### config.mk
export PLATFORM = sky130hd
export DESIGN_NAME = swr_supervisor
export DESIGN_NICKNAME = d
export VERILOG_FILES = /design/src/verilog/swr_sync.v /design/src/verilog/swr_supervisor.v
export VERILOG_INCLUDE_DIRS = /design/src /design/src/verilog
export SDC_FILE = /design/constraint.sdc
export NUM_CORES = 1
export LEC_CHECK = 0
export ABC_AREA = 1
export BUFFER_PORTS_ARGS = -buffer_cell sky130_fd_sc_hd__buf_4
export CAP_MARGIN = 10
export CORE_ASPECT_RATIO = 1.25
export CORE_UTILIZATION = 60
export CTS_BUF_LIST = sky130_fd_sc_hd__clkbuf_8
export CTS_CLUSTER_DIAMETER = 80
export DETAILED_ROUTE_END_ITERATION = 16
export GPL_TIMING_DRIVEN = 0
export PLACE_DENSITY = 0.9
export SLEW_MARGIN = 30
export SYNTH_ARGS = -nofsm -noshare
export SYNTH_HDL_FRONTEND = slang
export SYNTH_SLANG_ARGS = --single-unit
### constraint.sdc
create_clock -name clk_i -period 3 [get_ports clk_i]
set_input_delay 0.45 -clock clk_i [delete_from_list [all_inputs] [get_ports clk_i]]
set_output_delay 0.45 -clock clk_i [all_outputs]
set_load 0.1 [all_outputs]
### src/verilog/swr_regs.vh
`ifndef SWR_REGS_VH
`define SWR_REGS_VH
// system clock rate and the internal timebase tick
`define SWR_CLK_KHZ 20000
`define SWR_TICK_MS 1
// internal timebase periods, in milliseconds
`define SWR_INT_WD_FAST_MS 13'd100
`define SWR_INT_WD_SLOW_MS 13'd1600
`define SWR_INT_WD_AFTER_MS 13'd1600
`define SWR_INT_RST_MS 13'd200
// external timebase periods, in timebase clocks
`define SWR_EXT_WD_CLKS 13'd1024
`define SWR_EXT_WD_AFTER_CLKS 13'd4096
`define SWR_EXT_RST_CLKS 13'd2048
// chip-select grace window after reset asserts
`define SWR_CE_GRACE_NS 15000
`define SWR_CLK_PERIOD_NS 50
`define SWR_CE_GRACE_CYC ((`SWR_CE_GRACE_NS) / (`SWR_CLK_PERIOD_NS))
// synchronised pin vector bit positions
`define SWR_PIN_VCC_OK 0
`define SWR_PIN_VCC_GT_BATT 1
`define SWR_PIN_PF_ABOVE 2
`define SWR_PIN_KICK_HI 3
`define SWR_PIN_KICK_LO 4
`define SWR_PIN_TB_SEL 5
`define SWR_PIN_TB_IN 6
`define SWR_PIN_CE_N 7
`define SWR_PIN_W 8
// reset value of the synchronised pins: chip select idle high, internal timebase
`define SWR_PIN_RST 8'ha0
`endif

### src/verilog/swr_sync.v
`default_nettype none
// three-stage synchroniser; the output follows only once stages two and three agree
module swr_sync #(
  parameter W = 8,
  parameter [W-1:0] RST_VAL = {W{1'b0}}
) (
  input wire clk_i,
  input wire srst_i,
  input wire [W-1:0] d_i,
  output reg [W-1:0] q_o
);
  reg [W-1:0] s1_reg;
  reg [W-1:0] s2_reg;
  reg [W-1:0] s3_reg;
  wire [W-1:0] q_next;
  genvar g;
  always @(posedge clk_i) begin
    if (srst_i) begin
      s1_reg <= RST_VAL;
      s2_reg <= RST_VAL;
      s3_reg <= RST_VAL;
      q_o <= RST_VAL;
    end else begin
      s1_reg <= d_i;
      s2_reg <= s1_reg;
      s3_reg <= s2_reg;
      q_o <= q_next;
    end
  end
  // a bit moves only once the last two stages agree, so a pin caught mid-change cannot pass
  generate
    for (g = 0; g < W; g = g + 1) begin : g_bit
      assign q_next[g] = (s2_reg[g] == s3_reg[g]) ? s3_reg[g] : q_o[g];
    end
  endgenerate
endmodule // swr_sync
`default_nettype wire

### src/verilog/swr_supervisor.v
// Contract
// - low-supply flag follows main supply comparator
// - switched supply selects main or backup source
// - backup-active high while on backup source
// - timebase select high picks internal oscillator
// - internal mode: timebase input picks watchdog period
// - external mode: periods counted in timebase clocks
// - power-fail flag mirrors comparator, no side effect
// - kick stuck beyond timeout: flag low, reset
// - timeout flag low until next kick transition
// - mid-level kick disables watchdog, flag high
// - chip-select passes only outside reset
// - chip-select grace until input high or 15us
// - reset on low supply, held after recovery
// - active-high reset is inverse of reset_n
// - each kick transition restarts watchdog count
// - internal fast mode: 100ms normal, 1.6s after reset
// - external clock: 1024, 4096, 2048 clock counts
// - stuck kick repeats reset pulses each period
`include "swr_regs.vh"
`default_nettype none
module swr_supervisor #(
  parameter TICK_CYCLES = `SWR_CLK_KHZ * `SWR_TICK_MS,
  parameter CE_GRACE_CYCLES = `SWR_CE_GRACE_CYC
) (
  input wire clk_i,
  input wire srst_i,
  input wire vcc_ok_i,
  input wire vcc_gt_backup_i,
  input wire powerfail_sense_above_i,
  input wire kick_input_high_i,
  input wire kick_input_low_i,
  input wire timebase_select_i,
  input wire timebase_input_i,
  input wire ce_n_i,
  output reg low_line_n_o,
  output reg switched_supply_backup_o,
  output reg backup_active_o,
  output reg powerfail_flag_n_o,
  output reg timeout_flag_n_o,
  output reg reset_n_o,
  output reg reset_o,
  output reg ce_n_o
);
  localparam ST_LOW = 2'd0;
  localparam ST_HOLD = 2'd1;
  localparam ST_RUN = 2'd2;

  ////////////////////////////////////////////////////////////////////////////
  wire [`SWR_PIN_W-1:0] pins;
  swr_sync #(
    .W(`SWR_PIN_W),
    .RST_VAL(`SWR_PIN_RST)
  ) u_sync (
    .clk_i(clk_i),
    .srst_i(srst_i),
    .d_i({ce_n_i, timebase_input_i, timebase_select_i, kick_input_low_i, kick_input_high_i,
          powerfail_sense_above_i, vcc_gt_backup_i, vcc_ok_i}),
    .q_o(pins)
  );
  wire vcc_ok = pins[`SWR_PIN_VCC_OK];
  wire tb_internal = pins[`SWR_PIN_TB_SEL];
  wire tb_in = pins[`SWR_PIN_TB_IN];
  wire ce_n = pins[`SWR_PIN_CE_N];
  wire [1:0] kick_lvl = {pins[`SWR_PIN_KICK_HI], pins[`SWR_PIN_KICK_LO]};
  wire kick_mid = (kick_lvl == 2'b00) || (kick_lvl == 2'b11);

  ////////////////////////////////////////////////////////////////////////////
  // timebase tick: 1 ms from the divider, or one per rising external timebase edge
  reg [15:0] div_reg;
  reg tb_prev_reg;
  wire div_end = (div_reg == TICK_CYCLES[15:0] - 16'h0001);
  wire ext_edge = tb_in && !tb_prev_reg;
  wire tick = tb_internal ? div_end : ext_edge;
  always @(posedge clk_i) begin
    if (srst_i) begin
      div_reg <= 16'h0000;
      tb_prev_reg <= 1'b0;
    end else begin
      div_reg <= div_end ? 16'h0000 : div_reg + 16'h0001;
      tb_prev_reg <= tb_in;
    end
  end

  // period selection; with the internal timebase, a low timebase input means the fast period
  wire [12:0] wd_normal = tb_internal ? (tb_in ? `SWR_INT_WD_SLOW_MS : `SWR_INT_WD_FAST_MS)
                                      : `SWR_EXT_WD_CLKS;
  wire [12:0] wd_after = tb_internal ? `SWR_INT_WD_AFTER_MS : `SWR_EXT_WD_AFTER_CLKS;
  wire [12:0] rst_len = tb_internal ? `SWR_INT_RST_MS : `SWR_EXT_RST_CLKS;

  ////////////////////////////////////////////////////////////////////////////
  reg [1:0] state_reg;
  reg [12:0] cnt_reg;
  reg after_reg;
  reg [1:0] kick_prev_reg;
  reg [15:0] grace_reg;
  reg grace_reg_on;
  wire kick_evt = !kick_mid && (kick_lvl != kick_prev_reg);
  wire [12:0] wd_lim = after_reg ? wd_after : wd_normal;
  wire wd_expire = (state_reg == ST_RUN) && !kick_mid && !kick_evt && tick &&
                   (cnt_reg + 13'd1 >= wd_lim);
  wire in_reset = (state_reg != ST_RUN);

  always @(posedge clk_i) begin
    if (srst_i) begin
      state_reg <= ST_LOW;
      cnt_reg <= 13'd0;
      after_reg <= 1'b1;
      kick_prev_reg <= 2'b00;
      timeout_flag_n_o <= 1'b1;
    end else begin
      kick_prev_reg <= kick_lvl;
      if (!vcc_ok) begin
        state_reg <= ST_LOW;
        cnt_reg <= 13'd0;
        after_reg <= 1'b1;
      end else begin
        case (state_reg)
          ST_LOW: begin
            state_reg <= ST_HOLD;
            cnt_reg <= 13'd0;
          end
          ST_HOLD: begin
            if (tick) begin
              if (cnt_reg + 13'd1 >= rst_len) begin
                state_reg <= ST_RUN;
                cnt_reg <= 13'd0;
                after_reg <= 1'b1;
              end else begin
                cnt_reg <= cnt_reg + 13'd1;
              end
            end
          end
          ST_RUN: begin
            if (kick_mid || kick_evt) begin
              cnt_reg <= 13'd0;
              if (kick_evt) begin
                after_reg <= 1'b0;
              end
            end else if (wd_expire) begin
              state_reg <= ST_HOLD;
              cnt_reg <= 13'd0;
            end else if (tick) begin
              cnt_reg <= cnt_reg + 13'd1;
            end
          end
          default: begin
            state_reg <= ST_LOW;
            cnt_reg <= 13'd0;
          end
        endcase
      end
      // the flag stays low through repeated pulses; a kick edge, a disabled watchdog or low supply lifts it
      if (!vcc_ok || kick_mid) begin
        timeout_flag_n_o <= 1'b1;
      end else if (wd_expire) begin
        timeout_flag_n_o <= 1'b0;
      end else if (kick_evt) begin
        timeout_flag_n_o <= 1'b1;
      end
    end
  end

  ////////////////////////////////////////////////////////////////////////////
  // chip-select gating; a select already low when reset strikes may finish its cycle
  reg in_reset_prev_reg;
  always @(posedge clk_i) begin
    if (srst_i) begin
      in_reset_prev_reg <= 1'b1;
      grace_reg <= 16'h0000;
      grace_reg_on <= 1'b0;
      ce_n_o <= 1'b1;
    end else begin
      in_reset_prev_reg <= in_reset;
      if (in_reset && !in_reset_prev_reg && !ce_n) begin
        grace_reg_on <= 1'b1;
        grace_reg <= 16'h0000;
      end else if (grace_reg_on) begin
        if (ce_n || (grace_reg >= CE_GRACE_CYCLES[15:0] - 16'h0001) || !in_reset) begin
          grace_reg_on <= 1'b0;
        end else begin
          grace_reg <= grace_reg + 16'h0001;
        end
      end
      if (!in_reset) begin
        ce_n_o <= ce_n;
      end else if ((grace_reg_on && !ce_n) || (!in_reset_prev_reg && !ce_n)) begin
        ce_n_o <= 1'b0;
      end else begin
        ce_n_o <= 1'b1;
      end
    end
  end

  ////////////////////////////////////////////////////////////////////////////
  always @(posedge clk_i) begin
    if (srst_i) begin
      low_line_n_o <= 1'b0;
      switched_supply_backup_o <= 1'b0;
      backup_active_o <= 1'b0;
      powerfail_flag_n_o <= 1'b0;
      reset_n_o <= 1'b0;
      reset_o <= 1'b1;
    end else begin
      low_line_n_o <= vcc_ok;
      powerfail_flag_n_o <= pins[`SWR_PIN_PF_ABOVE];
      reset_n_o <= !in_reset;
      reset_o <= in_reset;
      // between the two switch points the source is held, which gives hysteresis
      if (vcc_ok && pins[`SWR_PIN_VCC_GT_BATT]) begin
        switched_supply_backup_o <= 1'b0;
        backup_active_o <= 1'b0;
      end else if (!vcc_ok && !pins[`SWR_PIN_VCC_GT_BATT]) begin
        switched_supply_backup_o <= 1'b1;
        backup_active_o <= 1'b1;
      end
    end
  end
endmodule // swr_supervisor
`default_nettype wire

==> flow_metrics.env, run 1 <==
export IMPL_fin_tns_setup_ns=0
export IMPL_die_h_um=95.0
export IMPL_gr_usage_all_layers=0.237
export IMPL_wirelength_um=8210
export IMPL_clkTransAtPathRegs_ns=0.10
export IMPL_clock_path_buffers=2
export IMPL_worstPathArrival_ns=2.99
export IMPL_routed_via_density=5.15
export IMPL_nFillCells=498
export IMPL_clk_insertion_delay_late_ns=0.37
export IMPL_hold_viol=0
export IMPL_die_w_um=76.4
export IMPL_syn2layout_area_growth_pct=10.7
export IMPL_grt_antenna_before_repair=0
export IMPL_grt_max_degree=19
export IMPL_numCtsBuffers=9
export IMPL_period_needed_ns=2.76
export IMPL_fin_crit_sh=0.920
export IMPL_worst_slew_pin_slew_ns=0.770
export IMPL_drive_gt1_frac=0.140
export IMPL_dp_slack_ns=0.205
export IMPL_layout_commonest_cell="nor2_1"
export IMPL_cts_tree="done"
export IMPL_cts_root_buf="clkbuf_8"
export IMPL_path_max_fanout=10
export IMPL_syn_area_sq_mm=0.00416
export IMPL_dr_pass1_iters=4
export IMPL_vias=3536
export IMPL_pwr_density_cell_mw_per_mm2=455
export IMPL_die_area_sq_mm=0.00726
export IMPL_cp_start_kind="flop"
export IMPL_maxSlewHeadroom=0.486
export IMPL_ys_seq_elements=91
export IMPL_setup_worst_path_end_class="flop"
export IMPL_start_util=0.629
export IMPL_final_cell_mix="105 x nor2_1, 90 x nand2_1, 89 x dfxtp_1"
export IMPL_io_buffers=16
export IMPL_worstHoldPathType="in -> reg"
export IMPL_critPathKind="reg -> reg"
export IMPL_fmax_mhz=362
export IMPL_grt_pass1_vias=3455
export IMPL_hpwl_um=5760
export IMPL_io_pins=18
export IMPL_cts_max_level=3
export IMPL_finalPower_mw=2.10
export IMPL_grt_setup_unrepaired="no"
export IMPL_critical_path_required_ns=3.23
export IMPL_grt_overflow_total=0
export IMPL_synth_cells=564
export IMPL_ir_drop_mv=0.589
export IMPL_routabilityCongestion=0.831
export IMPL_nets=620
export IMPL_leakagePower_nw=1.91
export IMPL_ys_seq_area_frac=0.438
export IMPL_final_setup_viol_count=0
export IMPL_num_rows=33
export IMPL_maxCapViolations=0
export IMPL_route_detailed_drc=0
export IMPL_yosysUniqueCellTypes=33
export IMPL_grt_pass1_wl_um=13700
export IMPL_ant_nets=0
export IMPL_diodes=0
export IMPL_drt_iter0_markers=197
export IMPL_syn_nets=590
export IMPL_coreArea_sq_mm=0.00661
export IMPL_avgSynthCellArea_sq_um=7.37
export IMPL_clock_skew_ns=0.0121
export IMPL_final_max_slew_viol_count=0
export IMPL_cts_sink_count=91
export IMPL_synth_warnings=0
export IMPL_setup_slack_ns=0.240
export IMPL_status="finished clean"
export IMPL_wl_per_cell_um=12.0
## cells by family (layout without fill, tap and decap cells)
kind of cell	Yosys count	after routing	share of synthesized area
adder cells (fa/ha/maj)	17	17	0.0506
buffers and inverters	104	139	0.0988
XOR/XNOR	11	11	0.0232
AND/OR/NAND/NOR	276	276	0.298
flip-flops	91	91	0.438
AO/OA/AOI/OAI	65	65	0.0906
## cell type report
class | instances | area [sq um] | share of cell area
plain buffers | 10 | 57.6 | 0.0125
clock buffers | 9 | 124 | 0.0269
clock inverters | 7 | 68.8 | 0.0150
inverters | 94 | 353 | 0.0767
multi-input cells | 369 | 1920 | 0.418
flip-flops and latches | 91 | 1820 | 0.396
well taps | 87 | 109 | 0.0237
repair buffers | 19 | 143 | 0.0310
## per-stage QoR
| stage | hold slack (ns) | area, sq um | util | std cells |
|---|---|---|---|---|
| floorplan | 0.388 | 4160 | - | 564 |
| global placement | 0.390 | 4380 | 0.664 | 667 |
| detailed placement | 0.397 | 4380 | 0.664 | 667 |
| CTS | 0.254 | 4580 | 0.693 | 683 |
| global route | 0.260 | 4600 | 0.697 | 686 |
| finish | 0.261 | 4600 | 0.697 | 686 |
## cell usage after synthesis, drive strengths merged
master  count  area share
clkbuf      8      0.0072
nor3       11       0.016
nor3b       1      0.0018
clkinv      2      0.0018
nand2     107        0.11
nand4      10       0.015
xnor2       3      0.0063
nand3      24       0.033
o21bai      2      0.0036
ha         16       0.048
xor2        8       0.017
o31ai       2      0.0036
buf         2      0.0066
nand3b      3      0.0054
nor4        5      0.0075
a21oi      42       0.061
maj3        1      0.0024
o21ai      19       0.023
and3        1      0.0015
dfxtp      91        0.44
inv        92       0.083
or2         7       0.011
nor2      107        0.10
## worst paths after layout
check	endpoint	depth (start not counted)	start	slack [ns]
setup / recovery	cnt_reg[11]$_SDFFE_PP0P_	19	cnt_reg[1]$_SDFFE_PP0P_	0.24
hold / removal	u_sync.s1_reg[5]$_SDFF_PP1_	2	timebase_select_i	0.26
setup reg to reg	cnt_reg[11]$_SDFFE_PP0P_	19	cnt_reg[1]$_SDFFE_PP0P_	0.24
hold reg to reg	u_sync.s2_reg[7]$_SDFF_PP1_	1	u_sync.s1_reg[7]$_SDFF_PP1_	0.41
## power breakdown
| group | switching (mW) | internal [mW] | leakage [nW] |
|---|---|---|---|
| registers | 0.00750 | 1.22 | 0.739 |
| clock network | 0.479 | 0.321 | 0.0911 |
| logic | 0.0415 | 0.0226 | 1.08 |
## per-layer routing
layer,vias up,GRT usage,wire (um)
met2,54,0.467,4490
li1,1819,-,-
met4,0,0.151,206
met5,-,0,0
met3,20,0.0459,234
met1,1643,0.225,3280
## worst max-delay path: stages (launching register included)
cell and delay, ns:
dfxtp_2 0.39, ha_1 0.23, nand3_2 0.13, nor2_4 0.20, nand4_1 0.14, xor2_1 0.20, inv_1 0.09, ha_1 0.30
nand2_1 0.05, inv_1 0.04, nand4_1 0.11, nor2_1 0.12, nor2_1 0.05, nand2_1 0.09, nand2_2 0.08, nand2_2 0.08
nand2_4 0.07, buf_12 0.15, nand2_2 0.06, a21oi_2 0.05
## repair_timing
action	in CTS	in global routing
setup endpoints to repair	0	11
resized for setup	0	2
setup buffers	0	3
hold buffers	0	0
Power figures use the tool's default switching activity.
==> inputs of run 2 (changes only) <==
- MAX_ROUTING_LAYER: default -> met4
- PLACE_DENSITY: 0.9 -> default
- PLACE_DENSITY_LB_ADDON: default -> 0.1
==> run 2 against run 1 <==
  * Routed wire length decreased by 5.5%
  * Largest cell class unchanged
  * Die area is the same
  * Sequential share of layout area fell by 0.060 points
  * Critical path depth unchanged
==> flow_metrics.env, run 2 (synthesized netlist as in run 1, its figures left out) <==
export IMPL_status="finished clean"
export IMPL_clock_skew_ns=0.0145
export IMPL_leakagePower_nw=1.90
export IMPL_grt_max_degree=19
export IMPL_fin_crit_sh=0.933
export IMPL_hold_viol=0
export IMPL_worstPathArrival_ns=3.03
export IMPL_coreArea_sq_mm=0.00661
export IMPL_min_to="u_sync.s1_reg[7]$_SDFF_PP1_"
export IMPL_grt_antenna_before_repair=0
export IMPL_cts_max_level=3
export IMPL_cts_tree="done"
export IMPL_reg2regPathDepth=19
export IMPL_num_rows=33
export IMPL_critical_path_required_ns=3.23
export IMPL_layout_commonest_cell="nor2_1"
export IMPL_syn2layout_area_growth_pct=10.8
export IMPL_swShare=0.245
export IMPL_reg2reg_to="cnt_reg[8]$_SDFFE_PP0P_"
export IMPL_die_w_um=76.4
export IMPL_p_switching_mw=0.537
export IMPL_drive_gt1_frac=0.136
export IMPL_dr_pass1_iters=4
export IMPL_fin_area_sq_mm=0.00461
export IMPL_ff2ff_setup_slack_ns=0.20
export IMPL_vias=3384
export IMPL_dp_slack_ns=0.199
export IMPL_worstReg2RegStart="cnt_reg[0]$_SDFFE_PP0P_"
export IMPL_clk_insertion_delay_late_ns=0.37
export IMPL_worstHoldPathCells=2
export IMPL_setup_worst_path_end_class="flop"
export IMPL_drt_iter0_markers=86
export IMPL_wirelength_um=7760
export IMPL_numCtsBuffers=9
export IMPL_seq_power_share=0.562
export IMPL_p_int_mw=1.66
export IMPL_worstHoldPathType="in -> reg"
export IMPL_route_detailed_drc=0
export IMPL_stdcell_count=683
export IMPL_post_dp_cell_area_sq_mm=0.00438
export IMPL_io_pins=18
export IMPL_path_max_fanout=10
export IMPL_routabilityCongestion=0.821
export IMPL_hpwl_um=5740
export IMPL_cts_sink_count=91
export IMPL_cts_root_buf="clkbuf_8"
export IMPL_routed_via_density=4.95
export IMPL_cp_start_kind="flop"
export IMPL_period_needed_ns=2.80
export IMPL_maxSlewHeadroom=0.500
export IMPL_start_util=0.629
export IMPL_critPathKind="reg -> reg"
export IMPL_pwr_share_comb=0.029
export IMPL_fmax_mhz=357
export IMPL_pwr_density_cell_mw_per_mm2=476
export IMPL_io_buffers=16
export IMPL_final_cell_mix="105 x nor2_1, 90 x nand2_1, 90 x dfxtp_1"
export IMPL_clock_path_buffers=2
export IMPL_worst_slew_pin_slew_ns=0.750
export IMPL_grt_pass1_vias=3271
export IMPL_maxCapViolations=0
export IMPL_cts_hold_buffers=0
export IMPL_wl_per_cell_um=11.4
export IMPL_die_area_sq_mm=0.00726
export IMPL_final_setup_viol_count=0
export IMPL_holdCritStartpoint="ce_n_i"
export IMPL_grt_overflow_total=0
export IMPL_die_h_um=95.0
export IMPL_final_core_util=0.697
export IMPL_grt_pass1_wl_um=13300
export IMPL_placedCellCount=667
export IMPL_setup_slack_ns=0.202
export IMPL_ir_drop_mv=0.340
export IMPL_clkTransAtPathRegs_ns=0.10
export IMPL_clkPwrFrac=0.409
export IMPL_fin_tns_setup_ns=0
export IMPL_nets=617
export IMPL_final_max_slew_viol_count=0
export IMPL_gr_usage_all_layers=0.238
export IMPL_diodes=0
export IMPL_ant_nets=0
[run 2: cell types whose count changed in the layout (fill, tap and decap cells not counted), sizes merged]
cell      change
clkinv        -1
bufinv        +1
inv           +1
clkinvlp      -1
buf           -3
[run 2: how the worst max path moves through the flow]
stage / to / cells after the start / slack, ns / startpoint
3_5_place_dp: cnt_reg[8]$_SDFFE_PP0P_ / 19 / 0.20 / cnt_reg[1]$_SDFFE_PP0P_
5_1_grt: cnt_reg[8]$_SDFFE_PP0P_ / 19 / -0.002 / cnt_reg[0]$_SDFFE_PP0P_
3_3_place_gp: cnt_reg[4]$_SDFFE_PP0P_ / 19 / 0.29 / cnt_reg[1]$_SDFFE_PP0P_
6_report: cnt_reg[8]$_SDFFE_PP0P_ / 19 / 0.20 / cnt_reg[0]$_SDFFE_PP0P_
4_1_cts: cnt_reg[8]$_SDFFE_PP0P_ / 19 / 0.18 / cnt_reg[1]$_SDFFE_PP0P_
2_1_floorplan: cnt_reg[10]$_SDFFE_PP0P_ / 19 / 0.56 / cnt_reg[1]$_SDFFE_PP0P_
[run 2: power by group through the flow]
stage / sequential [mW] / combinational [mW] / clock [mW]
floorplan: 1.26 / 0.0389 / 0
global placement: 1.26 / 0.0623 / 0
detailed placement: 1.26 / 0.0642 / 0
CTS: 1.23 / 0.0644 / 0.917
global route: 1.23 / 0.0721 / 0.957
finish: 1.23 / 0.0635 / 0.898
[run 2: metrics by stage]
stage          total power [mW]  hold WS (ns)
6_report                   2.19         0.256
5_1_grt                    2.26         0.245
4_1_cts                    2.21         0.246
3_5_place_dp               1.32         0.396
3_3_place_gp               1.32         0.392
2_1_floorplan              1.30         0.388
[run 2: routing by layer]
metal | part of all wire | vias to the layer above | track usage
met5 | 0 | - | -
met3 | 0.020 | 11 | 0.0364
li1 | - | 1815 | -
met2 | 0.51 | 28 | 0.445
met1 | 0.46 | 1530 | 0.244
met4 | 0.016 | 0 | 0.117
[run 2: critical path: stages, from the launching register on]
cell and delay [ns]:
dfxtp_1 0.42, ha_2 0.24, nand3_2 0.12, nor2_4 0.20, nand4_1 0.15, xor2_1 0.19
inv_1 0.09, ha_1 0.30, nand2_1 0.06, inv_1 0.05, nand4_1 0.12, nor2_1 0.11
nor2_1 0.05, nand2_1 0.07, nand2_2 0.07, nand2_2 0.08, nand2_4 0.07, buf_12 0.15
nand2_2 0.06, a21oi_2 0.05
[run 2: final cells by class]
cell class	count	area (sq um)
plain buffers	10	57.6
fillers	578	2000
repair buffers	16	120
flip-flops and latches	91	1820
inverters	94	353
clock inverters	7	93.8
multi-input cells	369	1930
clock buffers	9	124
well taps	87	109
[run 2: repair_timing]
action	in CTS	in global routing
resized for setup	0	2
setup endpoints to repair	0	10
setup buffers	0	0
